--- src/common/sram_page_select_cfg.svh ---
// Constants of the SRAM page select block: register indices, bit positions,
// reset values and bus encodings.
// Assumes inclusion by bare name from the package and the design files.
`ifndef SRAM_PAGE_SELECT_CFG_SVH
`define SRAM_PAGE_SELECT_CFG_SVH

// ****************************************************************
// Register indices (byte address is four times the index)
// ****************************************************************
`define SPS_CUR_IDX        10'h0d0
`define SPS_SCRATCH_IDX    10'h060
`define SPS_FLAG_IDX       10'h0f7
`define SPS_SCRATCH_CNT    4
`define SPS_SCRATCH_SEL_W  2

// ****************************************************************
// Address and field positions
// ****************************************************************
`define SPS_IDX_MSB        11
`define SPS_IDX_LSB        2
`define SPS_MODE_HI        7
`define SPS_MODE_LO        6
`define SPS_BYTE_MSB       7

// ****************************************************************
// Reset values and bus encodings
// ****************************************************************
`define SPS_REG_RST        8'h00
`define SPS_HSIZE_WORD     3'h2
`define SPS_HTRANS_ACT     1
`define SPS_HRESP_OKAY     1'b0

`endif

--- src/common/sram_page_select_pkg.sv ---
// Types shared by the SRAM page select block.
// Assumes the constants header is on the include path.
`include "sram_page_select_cfg.svh"

package sram_page_select_pkg;

  // Kind of data memory access presented by the core
  typedef enum logic [2:0] {
    NORMAL_ACCESS,
    STACK_ACCESS,
    INDEXED_ACCESS,
    MOVE_POINTER_ACCESS,
    MOVE_READ_ACCESS,
    MOVE_WRITE_ACCESS
  } access_kind_type;

endpackage

--- src/rtl/page_mux.sv ---
// Combinational page choice for one data memory access.
// Assumes pointers already narrowed to the page bits by the caller.
module page_mux
  import sram_page_select_pkg::*;
#(
  parameter int PAGE_W = 1
) (
  input  wire logic [1:0]        pageMode,
  input  access_kind_type        accessKind,
  input  wire logic              regSpace,
  input  wire logic [PAGE_W-1:0] curPage,
  input  wire logic [PAGE_W-1:0] stackPage,
  input  wire logic [PAGE_W-1:0] indexPage,
  input  wire logic [PAGE_W-1:0] moveReadPage,
  input  wire logic [PAGE_W-1:0] moveWritePage,
  output logic      [PAGE_W-1:0] page
);

  // ****************************************************************
  // Page per access class
  // ****************************************************************

  // Normal and move-pointer accesses follow the upper mode bit only
  wire logic [PAGE_W-1:0] normalPage;
  assign normalPage = pageMode[1] ? curPage : '0;

  // Indexed SRAM: low mode bit picks the stack page, else index or page 0
  wire logic [PAGE_W-1:0] indexedPage;
  assign indexedPage = regSpace    ? '0 :
                       pageMode[0] ? stackPage :
                       pageMode[1] ? indexPage : '0;

  // Final selection by access kind; mode bits never touch stack or move data
  always_comb begin
    case (accessKind)
      STACK_ACCESS:        page = stackPage;
      INDEXED_ACCESS:      page = indexedPage;
      MOVE_READ_ACCESS:    page = moveReadPage;
      MOVE_WRITE_ACCESS:   page = moveWritePage;
      default:             page = normalPage;
    endcase
  end

endmodule

--- src/rtl/sram_page_select.sv ---
// SRAM page select for an 8-bit core with paged data memory, with the
// flag register page-mode handling and an AHB-Lite register slave.
// Assumes one clock, a single AHB-Lite master doing word transfers, and a
// core that stacks the pushed flag byte and pops it back on return.
//
// Function
// - Upper mode bit set steers normal accesses to the current page pointer.
// - Upper mode bit clear sends normal accesses to page 0.
// - Interrupt entry pushes the flag byte, then clears it to mode 00b.
// - Interrupt return restores the pushed flag byte, including mode bits.
// - Reset leaves mode 00b; indexed and normal accesses go to page 0.
// - Modes 01b and 11b send indexed SRAM accesses to the stack page.
// - Mode 10b sends indexed SRAM accesses to the index page.
// - Indexed register-space accesses are never remapped.
// - Current page pointer never affects indexed or stack accesses.
// - Move pointer byte follows the normal rule: current page with upper mode bit set, else page 0.
// - Current page pointer is read/write, resets to zero, page bit at 0.
// - Four 8-bit read/write scratch registers reset to zero.
// - Scratch registers reachable whatever bank is selected.
// - Supervisory calls run in mode 00b and restore the flag after.
// - Stack operations always use the stack page pointer.
// - Move data accesses use the move read or move write page pointer.
// - Flag bit 7 is the upper page-mode bit.
`include "sram_page_select_cfg.svh"

module sram_page_select
  import sram_page_select_pkg::*;
#(
  parameter int PAGE_W = 1
) (
  input  wire logic        clk,
  input  wire logic        arst_n,
  // AHB-Lite slave
  input  wire logic        hsel,
  input  wire logic [31:0] haddr,
  input  wire logic [1:0]  htrans,
  input  wire logic        hwrite,
  input  wire logic [2:0]  hsize,
  input  wire logic [31:0] hwdata,
  input  wire logic        hready,
  output logic             hreadyout,
  output logic             hresp,
  output logic [31:0]      hrdata,
  // Access request from the core
  input  wire logic        accessValid,
  input  access_kind_type  accessKind,
  input  wire logic        regSpaceAccess,
  // Page pointers kept elsewhere
  input  wire logic [7:0]  stackPagePointer,
  input  wire logic [7:0]  indexPagePointer,
  input  wire logic [7:0]  moveReadPagePointer,
  input  wire logic [7:0]  moveWritePagePointer,
  // Flag register events from the core
  input  wire logic        flagWrite,
  input  wire logic [7:0]  flagWriteData,
  input  wire logic        interruptEntry,
  input  wire logic        interruptReturn,
  input  wire logic [7:0]  popFlagData,
  input  wire logic        supervisoryCall,
  input  wire logic        supervisoryReturn,
  output logic [7:0]       flagValue,
  output logic [7:0]       pushFlagData,
  output logic             pushFlagValid,
  // Page answer, one cycle after the request
  output logic             pageValid,
  output logic [PAGE_W-1:0] sramPage,
  output logic             regSpaceOut
);

  // ****************************************************************
  // State
  // ****************************************************************
  logic [7:0]        flag_q;
  logic [7:0]        savedFlag_q;
  logic [7:0]        pushFlag_q;
  logic              pushValid_q;
  logic [PAGE_W-1:0] curPage_q;
  logic [7:0]        scratch_q [`SPS_SCRATCH_CNT];
  logic              wrPend_q;
  logic [9:0]        wrIdx_q;
  logic [31:0]       hrdata_q;
  logic              pageValid_q;
  logic [PAGE_W-1:0] sramPage_q;
  logic              regSpace_q;

  // Scratch block base as a named vector, so its upper bits can be sliced
  localparam logic [9:0] scratchBase = `SPS_SCRATCH_IDX;

  // ****************************************************************
  // Bus address decode
  // ****************************************************************

  // Only aligned word transfers with a clean upper address count as mapped
  wire logic       addrPhase;
  wire logic [9:0] addrIdx;
  wire logic       addrClean;
  assign addrPhase = hsel && htrans[`SPS_HTRANS_ACT] && hready;
  assign addrIdx   = haddr[`SPS_IDX_MSB:`SPS_IDX_LSB];
  assign addrClean = (haddr[31:`SPS_IDX_MSB+1] == '0) && (haddr[1:0] == '0)
                     && (hsize == `SPS_HSIZE_WORD);

  // Write commits in the data phase, when hwdata is on the bus
  wire logic       wrCommit;
  wire logic       wrCur;
  wire logic       wrFlag;
  wire logic       wrScratch;
  wire logic [1:0] wrSel;
  assign wrCommit  = wrPend_q && hready;
  assign wrCur     = wrCommit && (wrIdx_q == `SPS_CUR_IDX);
  assign wrFlag    = wrCommit && (wrIdx_q == `SPS_FLAG_IDX);
  assign wrScratch = wrCommit &&
    (wrIdx_q[9:`SPS_SCRATCH_SEL_W] == scratchBase[9:`SPS_SCRATCH_SEL_W]);
  assign wrSel     = wrIdx_q[`SPS_SCRATCH_SEL_W-1:0];

  // ****************************************************************
  // Read data
  // ****************************************************************

  // Unmapped addresses read zero unless read right behind a write to them; upper pointer bits read zero
  wire logic [7:0] curRead;
  wire logic [7:0] rdValue;
  wire logic       rdScratch;
  assign curRead   = {{(8-PAGE_W){1'b0}}, curPage_q};
  assign rdScratch =
    (addrIdx[9:`SPS_SCRATCH_SEL_W] == scratchBase[9:`SPS_SCRATCH_SEL_W]);
  assign rdValue   = !addrClean                   ? `SPS_REG_RST :
                     (addrIdx == `SPS_CUR_IDX)    ? curRead :
                     (addrIdx == `SPS_FLAG_IDX)   ? flag_q :
                     rdScratch ? scratch_q[addrIdx[`SPS_SCRATCH_SEL_W-1:0]] :
                     `SPS_REG_RST;

  // A read right behind a write to the same word sees the new value
  wire logic       rdForward;
  wire logic [7:0] wrStored;
  wire logic [7:0] rdNext;
  assign rdForward = wrCommit && addrClean && (wrIdx_q == addrIdx);
  assign wrStored  = (wrIdx_q == `SPS_CUR_IDX) ?
                     {{(8-PAGE_W){1'b0}}, hwdata[PAGE_W-1:0]} : hwdata[7:0];
  assign rdNext    = rdForward ? wrStored : rdValue;

  // Bus handshake: no wait states, always OKAY
  assign hreadyout = 1'b1;
  assign hresp     = `SPS_HRESP_OKAY;
  assign hrdata    = hrdata_q;

  // Address phase capture and read data register
  always_ff @(posedge clk or negedge arst_n) begin
    if (!arst_n) begin
      wrPend_q <= 1'b0;
      wrIdx_q  <= '0;
      hrdata_q <= '0;
    end else begin
      if (hready) begin
        wrPend_q <= addrPhase && hwrite && addrClean;
        wrIdx_q  <= addrIdx;
      end
      if (addrPhase && !hwrite) begin
        hrdata_q <= {24'h0, rdNext};
      end
    end
  end

  // ****************************************************************
  // Software registers
  // ****************************************************************

  // Only the page bits are stored; reserved bits are left to software
  always_ff @(posedge clk or negedge arst_n) begin
    if (!arst_n) begin
      curPage_q <= '0;
    end else if (wrCur) begin
      curPage_q <= hwdata[PAGE_W-1:0];
    end
  end

  // Scratch words, decoded by index alone so no bank select gates them
  always_ff @(posedge clk or negedge arst_n) begin
    if (!arst_n) begin
      for (int i = 0; i < `SPS_SCRATCH_CNT; i++) begin
        scratch_q[i] <= `SPS_REG_RST;
      end
    end else if (wrScratch) begin
      scratch_q[wrSel] <= hwdata[`SPS_BYTE_MSB:0];
    end
  end

  // ****************************************************************
  // Flag register
  // ****************************************************************

  // Entry events win over returns, returns over plain writes; the stacked
  // copy is the only record, so a lost pop cannot be recovered here
  wire logic       flagClear;
  wire logic [7:0] flag_d;
  assign flagClear = interruptEntry || supervisoryCall;
  assign flag_d = flagClear         ? `SPS_REG_RST :
                  interruptReturn   ? popFlagData :
                  supervisoryReturn ? savedFlag_q :
                  flagWrite         ? flagWriteData :
                  wrFlag            ? hwdata[`SPS_BYTE_MSB:0] :
                  flag_q;

  // Flag, its push copy and the supervisory save slot
  always_ff @(posedge clk or negedge arst_n) begin
    if (!arst_n) begin
      flag_q      <= `SPS_REG_RST;
      savedFlag_q <= `SPS_REG_RST;
      pushFlag_q  <= `SPS_REG_RST;
      pushValid_q <= 1'b0;
    end else begin
      flag_q      <= flag_d;
      pushValid_q <= interruptEntry;
      if (interruptEntry) begin
        pushFlag_q <= flag_q;
      end
      if (supervisoryCall) begin
        savedFlag_q <= flag_q;
      end
    end
  end

  assign flagValue     = flag_q;
  assign pushFlagData  = pushFlag_q;
  assign pushFlagValid = pushValid_q;

  // ****************************************************************
  // Page selection
  // ****************************************************************

  // Page pointers of other blocks are stored by them; they must be put
  // back by the service routine, this block never restores them
  wire logic [PAGE_W-1:0] page;
  wire logic [1:0]        pageMode;
  assign pageMode = flag_q[`SPS_MODE_HI:`SPS_MODE_LO];

  page_mux #(
    .PAGE_W (PAGE_W)
  ) u_page_mux (
    .pageMode      (pageMode),
    .accessKind    (accessKind),
    .regSpace      (regSpaceAccess),
    .curPage       (curPage_q),
    .stackPage     (stackPagePointer[PAGE_W-1:0]),
    .indexPage     (indexPagePointer[PAGE_W-1:0]),
    .moveReadPage  (moveReadPagePointer[PAGE_W-1:0]),
    .moveWritePage (moveWritePagePointer[PAGE_W-1:0]),
    .page          (page)
  );

  // Answer registered one cycle after the request
  always_ff @(posedge clk or negedge arst_n) begin
    if (!arst_n) begin
      pageValid_q <= 1'b0;
      sramPage_q  <= '0;
      regSpace_q  <= 1'b0;
    end else begin
      pageValid_q <= accessValid;
      regSpace_q  <= accessValid && regSpaceAccess;
      if (accessValid) begin
        sramPage_q <= page;
      end
    end
  end

  assign pageValid   = pageValid_q;
  assign sramPage    = sramPage_q;
  assign regSpaceOut = regSpace_q;

  // ****************************************************************
  // Assertions
  // ****************************************************************
  wire logic normalReq;
  wire logic idxReq;
  assign normalReq = accessValid && !regSpaceAccess &&
                     (accessKind == NORMAL_ACCESS || accessKind == MOVE_POINTER_ACCESS);
  assign idxReq    = accessValid && !regSpaceAccess && (accessKind == INDEXED_ACCESS);

  property p_normal_current;
    @(posedge clk) disable iff (!arst_n)
    normalReq && flag_q[`SPS_MODE_HI]
    |=> pageValid && (sramPage == $past(curPage_q));
  endproperty
  a_normal_current: assert property (p_normal_current)
    else $error("normal access missed current page");

  property p_normal_zero;
    @(posedge clk) disable iff (!arst_n)
    normalReq && !flag_q[`SPS_MODE_HI] |=> (sramPage == '0);
  endproperty
  a_normal_zero: assert property (p_normal_zero)
    else $error("normal access not on page 0");

  property p_entry_push_clear;
    @(posedge clk) disable iff (!arst_n)
    interruptEntry
    |=> (flagValue == '0) && pushFlagValid && (pushFlagData == $past(flag_q));
  endproperty
  a_entry_push_clear: assert property (p_entry_push_clear)
    else $error("interrupt entry did not push and clear flag");

  property p_return_restore;
    @(posedge clk) disable iff (!arst_n)
    interruptReturn && !flagClear |=> (flagValue == $past(popFlagData));
  endproperty
  a_return_restore: assert property (p_return_restore)
    else $error("interrupt return did not restore flag");

  property p_idx_stack;
    @(posedge clk) disable iff (!arst_n)
    idxReq && pageMode[0]
    |=> (sramPage == $past(stackPagePointer[PAGE_W-1:0]));
  endproperty
  a_idx_stack: assert property (p_idx_stack)
    else $error("indexed access missed stack page");

  property p_idx_index;
    @(posedge clk) disable iff (!arst_n)
    idxReq && (pageMode == 2'b10)
    |=> (sramPage == $past(indexPagePointer[PAGE_W-1:0]));
  endproperty
  a_idx_index: assert property (p_idx_index)
    else $error("indexed access missed index page");

  property p_idx_zero;
    @(posedge clk) disable iff (!arst_n)
    idxReq && (pageMode == 2'b00) |=> (sramPage == '0);
  endproperty
  a_idx_zero: assert property (p_idx_zero)
    else $error("indexed access in mode 00b not on page 0");

  property p_reg_space;
    @(posedge clk) disable iff (!arst_n)
    accessValid && regSpaceAccess && (accessKind == INDEXED_ACCESS)
    |=> regSpaceOut && (sramPage == '0);
  endproperty
  a_reg_space: assert property (p_reg_space)
    else $error("register space access was remapped");

  property p_stack_page;
    @(posedge clk) disable iff (!arst_n)
    accessValid && (accessKind == STACK_ACCESS)
    |=> (sramPage == $past(stackPagePointer[PAGE_W-1:0]));
  endproperty
  a_stack_page: assert property (p_stack_page)
    else $error("stack access missed stack page");

  property p_move_read;
    @(posedge clk) disable iff (!arst_n)
    accessValid && (accessKind == MOVE_READ_ACCESS)
    |=> (sramPage == $past(moveReadPagePointer[PAGE_W-1:0]));
  endproperty
  a_move_read: assert property (p_move_read)
    else $error("move read missed its page");

  property p_super_round;
    @(posedge clk) disable iff (!arst_n)
    supervisoryCall ##1 (supervisoryReturn && !flagClear && !interruptReturn)
    |=> (flagValue == $past(flag_q, 2));
  endproperty
  a_super_round: assert property (p_super_round)
    else $error("supervisory call did not restore flag");

  property p_cur_write;
    @(posedge clk) disable iff (!arst_n)
    wrCur |=> (curPage_q == $past(hwdata[PAGE_W-1:0])) && (hrdata[31:8] == '0);
  endproperty
  a_cur_write: assert property (p_cur_write)
    else $error("current page pointer write lost");

  property p_scratch_write;
    @(posedge clk) disable iff (!arst_n)
    wrScratch |=> (scratch_q[$past(wrSel)] == $past(hwdata[7:0]));
  endproperty
  a_scratch_write: assert property (p_scratch_write)
    else $error("scratch write lost");

  c_isr_round: cover property (@(posedge clk) disable iff (!arst_n)
    interruptEntry ##[1:20] interruptReturn);
  c_idx_index: cover property (@(posedge clk) disable iff (!arst_n)
    idxReq && (pageMode == 2'b10));
  c_scratch_wr: cover property (@(posedge clk) disable iff (!arst_n) wrScratch);
  c_cur_steer: cover property (@(posedge clk) disable iff (!arst_n)
    normalReq && flag_q[`SPS_MODE_HI] && (curPage_q != '0));

endmodule

--- config.mk ---
export PLATFORM = sky130hd
export DESIGN_NAME = sram_page_select
export DESIGN_NICKNAME = d
export VERILOG_FILES = /design/src/common/sram_page_select_pkg.sv /design/src/rtl/page_mux.sv /design/src/rtl/sram_page_select.sv
export VERILOG_INCLUDE_DIRS = /design/src /design/src/common
export SDC_FILE = /design/constraint.sdc
export NUM_CORES = 1
export LEC_CHECK = 0
export BUFFER_PORTS_ARGS = -buffer_cell sky130_fd_sc_hd__buf_2
export CAP_MARGIN = 25
export CORE_ASPECT_RATIO = 1.2
export CORE_MARGIN = 2
export CORE_UTILIZATION = 40
export DETAILED_ROUTE_END_ITERATION = 8
export MAX_ROUTING_LAYER = met4
export PLACE_DENSITY = 0.79
export SLEW_MARGIN = 10
export SYNTH_ARGS = -nofsm -noshare
export SYNTH_HDL_FRONTEND = slang
export SYNTH_SLANG_ARGS = --single-unit
--- constraint.sdc ---
create_clock -name clk -period 2.75 [get_ports clk]
set_input_delay 0.825 -clock clk [delete_from_list [all_inputs] [get_ports clk]]
set_output_delay 0.825 -clock clk [all_outputs]
set_load 0.005 [all_outputs]
==> impl_metrics.toml, run 1 <==
[outcome]
status = "completed"

[finish]
instances_no_fill = 602
fillCellCount = 869
nets = 601
syn2layout_area_growth_pct = 22.4
layout-drive-gt1-share_pct = 44.7

[logic_synthesis]
ys.flop_type = "dfrtp_1"
avgSynthCellArea_um2 = 11.7
seq_area_frac_synth_pct = 48.0
yosysMostFrequentCell = "dfrtp_1"
synth_area_leader_cell = "dfrtp_1"
synth_compound_area_share_pct = 8.73
synth_edf_count = 0
synth.ff_latch_count = 80
synthXorXnorAreaFrac_pct = 2.10
ys_async_sr_fraction_pct = 100
syn_area_um2 = 4170
syn_inst = 356
synth.distinct_cells = 42
ys_top_cells_by_area = "dfrtp_1, mux2_2, buf_4"
ys_warn_count = 0
synth_top_family_by_area = "multiplexers"
synth_commonest_cells = "dfrtp_1, mux2_2, nand2_1, buf_4, o21ai_0"
synthSimpleGateAreaFrac_pct = 12.1
yosys.area_share.adder_pct = 0
yosys.area.top_type_share_pct = 48.0
synth.area.mux_share_pct = 22.7

[detailed_routing]
vias = 3198
drtIter0Drc = 152
wl_um = 10100
dr.pass1.iters = 5
detail-route-antenna-nets = 0
drc = 0
vias_per_cell = 5.31
wire_per_inst_um = 16.7

[hold_path]
hold_path_class = "primary input to asynchronous set/reset pin"

[clock_tree]
cts_setup_buffers = 0
cts_resized = 0
cts.clk_slew.worst_paths_ps = 60
postCtsHoldBufs = 0
cts_sinks = 80
cts_tree = "built"
clk_latency_ps = 340
cts_max_path_buffers = 2
cts_root_buffer = "clkbuf_16"
cts_buffers = 9
cts-htree-levels = 3

[worst_setup_path]
cp-start-kind = "primary input"
cp_max_fo = 7
arrival_ps = 2510
setup.worst_path.class = "primary input to flop"
end_kind = "flop"
required_ps = 3000

[sta]
worst_pin_slew_ps = 694
tns_ps = 0
layout_min_cycle_time_ps = 2260
max_freq_ghz = 0.443
slew_violations = 0
fin_crit_sh_pct = 82.2
setup_viol = 0
hold_viol = 0
rsz0062_at_grt = "no"
fin_skew_ps = 11.1
slew_headroom_pct = 53.5

[power]
cellPowerDensity_nw_per_um2 = 538
leakage_nw = 2.52
vdd_drop_max_v = 0.000229

[floorplan]
die_h_um = 116
core_um2 = 10100
ios = 186
rows = 40
initial_core_util_pct = 41.3
dieWidth_um = 97.2
die_area_um2 = 11300

[place]
dp.cells = 584
gp_congestion = 0.911
port_buffers = 106
post-dp-hpwl_um = 7720

[run]
cap_violations = 0

[global_routing]
grt_overflow = 0
met1_usage_pct = 20.6
use_met2_pct = 33.0
met3_usage_pct = 5.07
grt_max_degree = 42
grt_pass1_vias = 3398
track_usage_pct = 19.0
top_usage_layer = "met2"
antenna_found_initial = 2
grt_pass1_wl_um = 16500
[sequential cells by signal, indices dropped and copies added, names as in the netlist]
signal         count
curPage_q          1
flagValue          8
hrdata             8
pageValid          1
pushFlagData       8
pushFlagValid      1
regSpaceOut        1
savedFlag_q        8
scratch_q         32
sramPage           1
wrIdx_q           10
wrPend_q           1
[per-stage QoR]
| step | setup slack (ps) | cell area [um2] | hold WS (ps) | util, % | power (mW) |
|---|---|---|---|---|---|
| 6_report | 490 | 5110 | 461 | 50.5 | 2.75 |
| 3_3_place_gp | 197 | 4800 | 481 | 47.5 | 1.54 |
| 2_1_floorplan | 365 | 4260 | 473 | - | 1.43 |
| 4_1_cts | 487 | 5100 | 487 | 50.5 | 2.76 |
| 3_5_place_dp | 131 | 4800 | 488 | 47.5 | 1.56 |
| 5_1_grt | 301 | 5110 | 505 | 50.5 | 2.86 |
[area by class of cell]
type / count / area [um2] / area share [%]
Timing Repair Buffer: 120 / 638 / 12.5
Antenna cell: 2 / 5.00 / 0.0980
Multi-Input combinational cell: 258 / 2000 / 39.2
Clock inverter: 6 / 65.1 / 1.27
Sequential cell: 80 / 2000 / 39.2
Tap cell: 126 / 158 / 3.09
Clock buffer: 10 / 239 / 4.68
[worst max-delay path: stages]
cell,delay [ps]
buf_2,100
nor4_1,270
nand4_1,190
or4_1,710
o31a_1,330
o21ai_0,80
[cells in the final DEF, fill, tap and decap left out, types with 3 or more instances in the layout]
cell type / synthesis / layout
a21oi_1: 11 / 11
a22o_1: 8 / 8
a22oi_1: 8 / 8
buf_2: 4 / 105
buf_4: 26 / 15
clkbuf_16: 0 / 9
conb_1: 2 / 26
dfrtp_1: 80 / 80
mux2_2: 60 / 60
mux2i_1: 8 / 8
mux4_2: 8 / 8
nand2_1: 33 / 33
nand3_1: 4 / 4
nand4_1: 5 / 5
nor2_1: 14 / 14
nor4_1: 7 / 7
o21ai_0: 17 / 17
o31a_1: 7 / 7
or3_1: 3 / 3
or4_1: 4 / 4
xnor2_1: 9 / 9
[layer usage]
metal	share of wire [%]	wire [um]
met1	40	4040
met3	5.9	594
met5	0	0
met2	52	5210
met4	2.2	222
[final timing paths]
check	startpoint	end	slack, ps	depth (start not counted)
worst max register to register	wrIdx_q[3]$_DFFE_PN0P_	curPage_q$_DFFE_PN0P_	500	4
worst min-delay path	arst_n	wrIdx_q[5]$_DFFE_PN0P_	460	1
max in group asynchronous	arst_n	scratch_q[24]$_DFFE_PN0P_	1670	2
worst max-delay path	haddr[16]	hrdata[2]$_DFFE_PN0P_	490	6
min in group clk	pushFlagData[3]$_DFFE_PN0P_	pushFlagData[3]$_DFFE_PN0P_	500	1
worst min register to register	pushFlagData[3]$_DFFE_PN0P_	pushFlagData[3]$_DFFE_PN0P_	500	1
[report_power, final]
group          internal [mW]  switching [mW]
combinational          0.137           0.150
sequential              1.21          0.0364
clock                  0.730           0.479
[cell families (layout without fill, tap and decap cells)]
family          Yosys count  count (layout)
simple gates             90              90
flops                    80              80
mux                      77              77
compound gates           55              55
buf+inv                  42             136
xor+xnor                 10              10
other cells               2              28
Power figures use the tool's default switching activity.
==> inputs of run 2 (changes only) <==
--- a/config.mk
+++ b/config.mk
@@ -13,7 +13,7 @@
 export CORE_UTILIZATION = 40
 export DETAILED_ROUTE_END_ITERATION = 8
 export MAX_ROUTING_LAYER = met4
-export PLACE_DENSITY = 0.79
+export PLACE_DENSITY = 0.81
 export SLEW_MARGIN = 10
 export SYNTH_ARGS = -nofsm -noshare
 export SYNTH_HDL_FRONTEND = slang
==> constraint.sdc (replaced) <==
create_clock -name clk -period 1.9 [get_ports clk]
set_input_delay 0.57 -clock clk [delete_from_list [all_inputs] [get_ports clk]]
set_output_delay 0.57 -clock clk [all_outputs]
set_load 0.005 [all_outputs]
==> run 2 against run 1 <==
Net effect: the flow now finishes with violations (negative setup slack); sequential power increased by 44%; non-clock buffer count up 33; combinational power grew 79%; count of clock-buffer cells in the layout shrank 1; routed wire length is 4.7% higher; sequential cell count stayed put; sequential share of layout area down 3.3 points; critical path depth down 1; power increased by 49%; clock skew shrank 4.1 ps; highest routed layer unchanged.
==> impl_metrics.toml, run 2 (synthesis gave the netlist of run 1 again) <==
[outcome]
status = "finished, violations left"
violations = "negative setup slack"

[clock_tree]
cts-htree-levels = 3
cts_root_buffer = "clkbuf_16"
clk_latency_ps = 340
cts_tree = "built"
cts_max_path_buffers = 2
cts_sinks = 80
postCtsHoldBufs = 0
cts.clk_slew.worst_paths_ps = 60
cts_buffers = 9

[detailed_routing]
wl_um = 10500
vias_per_cell = 5.29
drc = 0
dr.pass1.iters = 4
drtIter0Drc = 132
detail-route-antenna-nets = 0
vias = 3336
wire_per_inst_um = 16.7

[floorplan]
die_h_um = 116
ios = 186
die_area_um2 = 11300
initial_core_util_pct = 41.3
dieWidth_um = 97.2
rows = 40
core_um2 = 10100

[power]
vdd_drop_max_v = 0.000418
leakage_nw = 2.76
cellPowerDensity_nw_per_um2 = 734

[finish]
layout-drive-gt1-share_pct = 51.6
final_common_cell = "buf_2"
final_cell_mix = "buf_2, dfrtp_1, mux2_2"
nets = 634
top_regs = "scratch_q (32), wrIdx_q (10)"
largest_register = "scratch_q"
syn2layout_area_growth_pct = 33.5
final_core_util_pct = 55.1
largest_register_ffs = 32

[worst_setup_path]
rr_startpoint = "wrIdx_q[3]$_DFFE_PN0P_"
cp-start-kind = "flop"
path_cells = "or4b_4 > nor3_4 > and3_4 > buf_8 > mux2_4"
cp_max_fo = 5
regToRegSetupSlack_ps = -90
setup.worst_path.class = "flop to flop"
path_delay_family = "simple AND/OR/NAND/NOR gates"
crit_buf_inv = 1
critPathMaxStageDelay_ps = 590
end_kind = "flop"
arrival_ps = 2210
startpoint = "wrIdx_q[3]$_DFFE_PN0P_"
required_ps = 2120
slowest_stage = "or4b_4"

[global_routing]
grt_pass1_wl_um = 17000
grt_pass1_vias = 3439
track_usage_pct = 19.6
antenna_found_initial = 1
grt_max_degree = 45
grt_overflow = 0

[run]
cap_violations = 0

[sta]
timing.hold.ws_ps = 118
fin_crit_sh_pct = 105
tns_ps = -2310
setup_viol = 41
slew_violations = 0
hold_viol = 0
rsz0062_at_grt = "yes"
max_freq_ghz = 0.503
setup_ws_ps = -86.9
fin_skew_ps = 6.96
layout_min_cycle_time_ps = 1990

[hold_path]
hold_path_class = "primary input to asynchronous set/reset pin"

[place]
post-dp-hpwl_um = 8000
gp_congestion = 0.850
port_buffers = 106
place_ws_ps = -295
[run 2: changes by cell type in the layout (fill, tap and decap cells not counted), sizes merged]
| cell | previous run | this run |
|---|---|---|
| inv | 2 | 0 |
| clkinv | 2 | 1 |
| bufinv | 1 | 2 |
| clkbuf | 10 | 9 |
| diode | 2 | 1 |
| buf | 120 | 153 |
[run 2: worst register-to-register path, stage by stage, from the launching register on]
cell     delay, ps
dfrtp_1        370
or4b_4         590
nor3_4         230
and3_4         240
buf_8          130
mux2_4         310
[run 2: area by class of cell]
| type | count | area (um2) |
|---|---|---|
| multi-input combinational | 258 | 2170 |
| fill | 805 | 4540 |
| antenna | 1 | 2.50 |
| timing repair buffer | 153 | 943 |
| tap | 126 | 158 |
| clock inverter | 4 | 72.6 |
| sequential | 80 | 2000 |
| clock buffer | 9 | 225 |
[run 2: stage by stage]
stage / power [mW] / cell area, um2 / instances
after CTS: 4.09 / 5480 / 625
after detailed placement: 2.29 / 5030 / 609
after floorplan: 2.08 / 4320 / 380
after global placement: 2.27 / 5030 / 609
after global routing: 4.24 / 5570 / 631
final: 4.09 / 5570 / 631
[run 2: power by group]
part | switching [mW] | leakage (nW) | total (mW) | internal (mW)
Sequential | 0.0433 | 1.08 | 1.80 | 1.76
Combinational | 0.257 | 1.53 | 0.511 | 0.254
Clock | 0.655 | 0.143 | 1.78 | 1.12
Total | 0.955 | 2.76 | 4.09 | 3.14
[run 2: final timing paths]
check	end	cells past startpoint
max in group asynchronous	hrdata[2]$_DFFE_PN0P_	2
max reg2reg	scratch_q[2]$_DFFE_PN0P_	5
max	scratch_q[2]$_DFFE_PN0P_	5
min reg2reg	hrdata[0]$_DFFE_PN0P_	2
min in group clk	pageValid$_DFF_PN0_	1
min	flagValue[6]$_DFFE_PN0P_	1
[run 2: routing by layer]
metal  track usage (%)  up-vias  routed length (um)
li1                  -     1552                   -
met1              21.8     1671                4240
met2              35.1       97                5560
met3              4.46       16                 566
met4              6.94        0                 164
met5                 -        -                   0
[run 2: timing repair]
action,in CTS,in global routing
endpoints found under the setup margin,49,42
pin swaps,21,9
resized for setup,32,13
setup buffers,4,5
==> inputs of run 3 (changes only) <==
--- a/config.mk
+++ b/config.mk
@@ -8,12 +8,14 @@
 export LEC_CHECK = 0
 export BUFFER_PORTS_ARGS = -buffer_cell sky130_fd_sc_hd__buf_2
 export CAP_MARGIN = 25
+export CELL_PAD_IN_SITES_DETAIL_PLACEMENT = 0
+export CELL_PAD_IN_SITES_GLOBAL_PLACEMENT = 1
 export CORE_ASPECT_RATIO = 1.2
 export CORE_MARGIN = 2
-export CORE_UTILIZATION = 40
+export CORE_UTILIZATION = 32
 export DETAILED_ROUTE_END_ITERATION = 8
 export MAX_ROUTING_LAYER = met4
-export PLACE_DENSITY = 0.81
+export PLACE_DENSITY = 0.85
 export SLEW_MARGIN = 10
 export SYNTH_ARGS = -nofsm -noshare
 export SYNTH_HDL_FRONTEND = slang
==> run 3 against run 2 <==
Net effect: the flow still finishes with violations (negative setup slack); global-route usage fell by 2.4 points; sequential power is essentially flat; non-clock buffer count stayed put; clock skew up 3.0 ps; largest cell class unchanged; largest power group unchanged.
==> impl_metrics.toml, run 3 (synthesis gave the netlist of run 1 again) <==
[sta]
slew_violations = 0
setup_viol = 48
layout_min_cycle_time_ps = 1990
hold_viol = 0
max_freq_ghz = 0.502
setup_ws_ps = -91.7
fin_crit_sh_pct = 105
fin_skew_ps = 9.95
tns_ps = -2880
rsz0062_at_grt = "yes"

[worst_setup_path]
critPathMaxStageDelay_ps = 590
crit_buf_inv = 0
cp_max_fo = 3
regToRegSetupSlack_ps = -90
arrival_ps = 2220
path_cells = "or4b_4 > or4_4 > nor2b_4 > mux2_4"
setup.worst_path.class = "flop to flop"
required_ps = 2120
startpoint = "wrIdx_q[9]$_DFFE_PN0P_"
path_delay_family = "simple AND/OR/NAND/NOR gates"
cp-start-kind = "flop"
rr_startpoint = "wrIdx_q[9]$_DFFE_PN0P_"
slowest_stage = "or4b_4"
end_kind = "flop"

[power]
leakage_nw = 2.74
cellPowerDensity_nw_per_um2 = 733
vdd_drop_max_v = 0.000342

[finish]
multi_input_area_um2 = 2100
fillCellCount = 1201
final_common_cell = "buf_2"
largest_register = "scratch_q"
nets = 634
instances_no_fill = 672
largest_register_ffs = 32
final_cell_mix = "buf_2, dfrtp_1, mux2_2"
fin_area_um2 = 5550
syn2layout_area_growth_pct = 33.1
layout-drive-gt1-share_pct = 51.5
top_regs = "scratch_q (32), wrIdx_q (10)"
regArea_um2 = 2000

[clock_tree]
clk_latency_ps = 340
cts-htree-levels = 3
cts_root_buffer = "clkbuf_16"
cts.clk_slew.worst_paths_ps = 70
cts_buffers = 9
cts_max_path_buffers = 2
cts_sinks = 80
cts_tree = "built"

[floorplan]
rows = 45
core_um2 = 12700
die_area_um2 = 14000
initial_core_util_pct = 32.9
dieWidth_um = 108
die_h_um = 129
ios = 186

[detailed_routing]
dr.pass1.iters = 4
drc = 0
wire_per_inst_um = 16.8
detail-route-antenna-nets = 0
drtIter0Drc = 189
vias_per_cell = 5.03
vias = 3380
wl_um = 11300

[global_routing]
grt_pass1_wl_um = 17800
grt_pass1_vias = 3529
antenna_found_initial = 1
grt_max_degree = 53
track_usage_pct = 17.3
grt_overflow = 0

[place]
post-dp-hpwl_um = 8270
gp_congestion = 0.819
dp.cells = 650
placed_area_um2 = 5100
port_buffers = 106

[outcome]
violations = "negative setup slack"
status = "finished, violations left"

[run]
cap_violations = 0

[hold_path]
hold_path_class = "primary input to asynchronous set/reset pin"
[run 3: cell count changes in the layout (fill, tap and decap cells not counted), moves of 2 or more]
| cell | previous run | this run |
|---|---|---|
| inv_6 | 0 | 3 |
| o21ai_0 | 8 | 10 |
| mux2_2 | 51 | 60 |
| buf_6 | 8 | 5 |
| buf_4 | 37 | 40 |
| mux2_4 | 10 | 1 |
[run 3: cell type report]
class                           instances  area share, %
Multi-Input combinational cell        258           37.9
Sequential cell                        80           36.1
Timing Repair Buffer                  153           16.9
Clock buffer                            9           4.06
Tap cell                              164           3.70
Clock inverter                          7           1.37
Antenna cell                            1         0.0451
[run 3: repair_timing]
item,4_1_cts,5_1_grt
gates resized for setup,14,10
endpoints found under the setup margin,49,49
hold buffers,0,0
pin swaps,12,9
setup buffers,3,2
[run 3: where the power goes]
| part | internal (mW) | switching (mW) | leakage (nW) |
|---|---|---|---|
| combinational | 0.249 | 0.256 | 1.52 |
| sequential | 1.76 | 0.0429 | 1.08 |
| clock | 1.03 | 0.736 | 0.143 |
[run 3: worst paths after layout]
kind                                         endpoint  cells past startpoint
max                             curPage_q$_DFFE_PN0P_                      4
min                        savedFlag_q[2]$_DFFE_PN0P_                      1
max reg2reg                     curPage_q$_DFFE_PN0P_                      4
min reg2reg                     hrdata[0]$_DFFE_PN0P_                      2
max in group asynchronous   scratch_q[16]$_DFFE_PN0P_                      2
min in group clk                  pageValid$_DFF_PN0_                      1
[run 3: metal layers]
metal / vias to the layer above / track usage [%] / part of all wire (%)
met5: - / - / 0
met4: 0 / 5.96 / 1.6
met3: 12 / 3.52 / 6.3
met2: 124 / 29.3 / 52
met1: 1687 / 20.4 / 40
li1: 1557 / - / -
[run 3: metrics by stage]
step | worst slack, ps | utilization [%] | power (mW) | hold WS [ps]
final | -91.7 | 43.8 | 4.07 | 148
after global routing | -134 | 43.8 | 4.23 | 171
after CTS | -84.6 | 43.4 | 4.08 | 156
after detailed placement | -389 | 40.3 | 2.30 | 480
after global placement | -313 | 40.3 | 2.29 | 467
after floorplan | -166 | - | 2.08 | 274
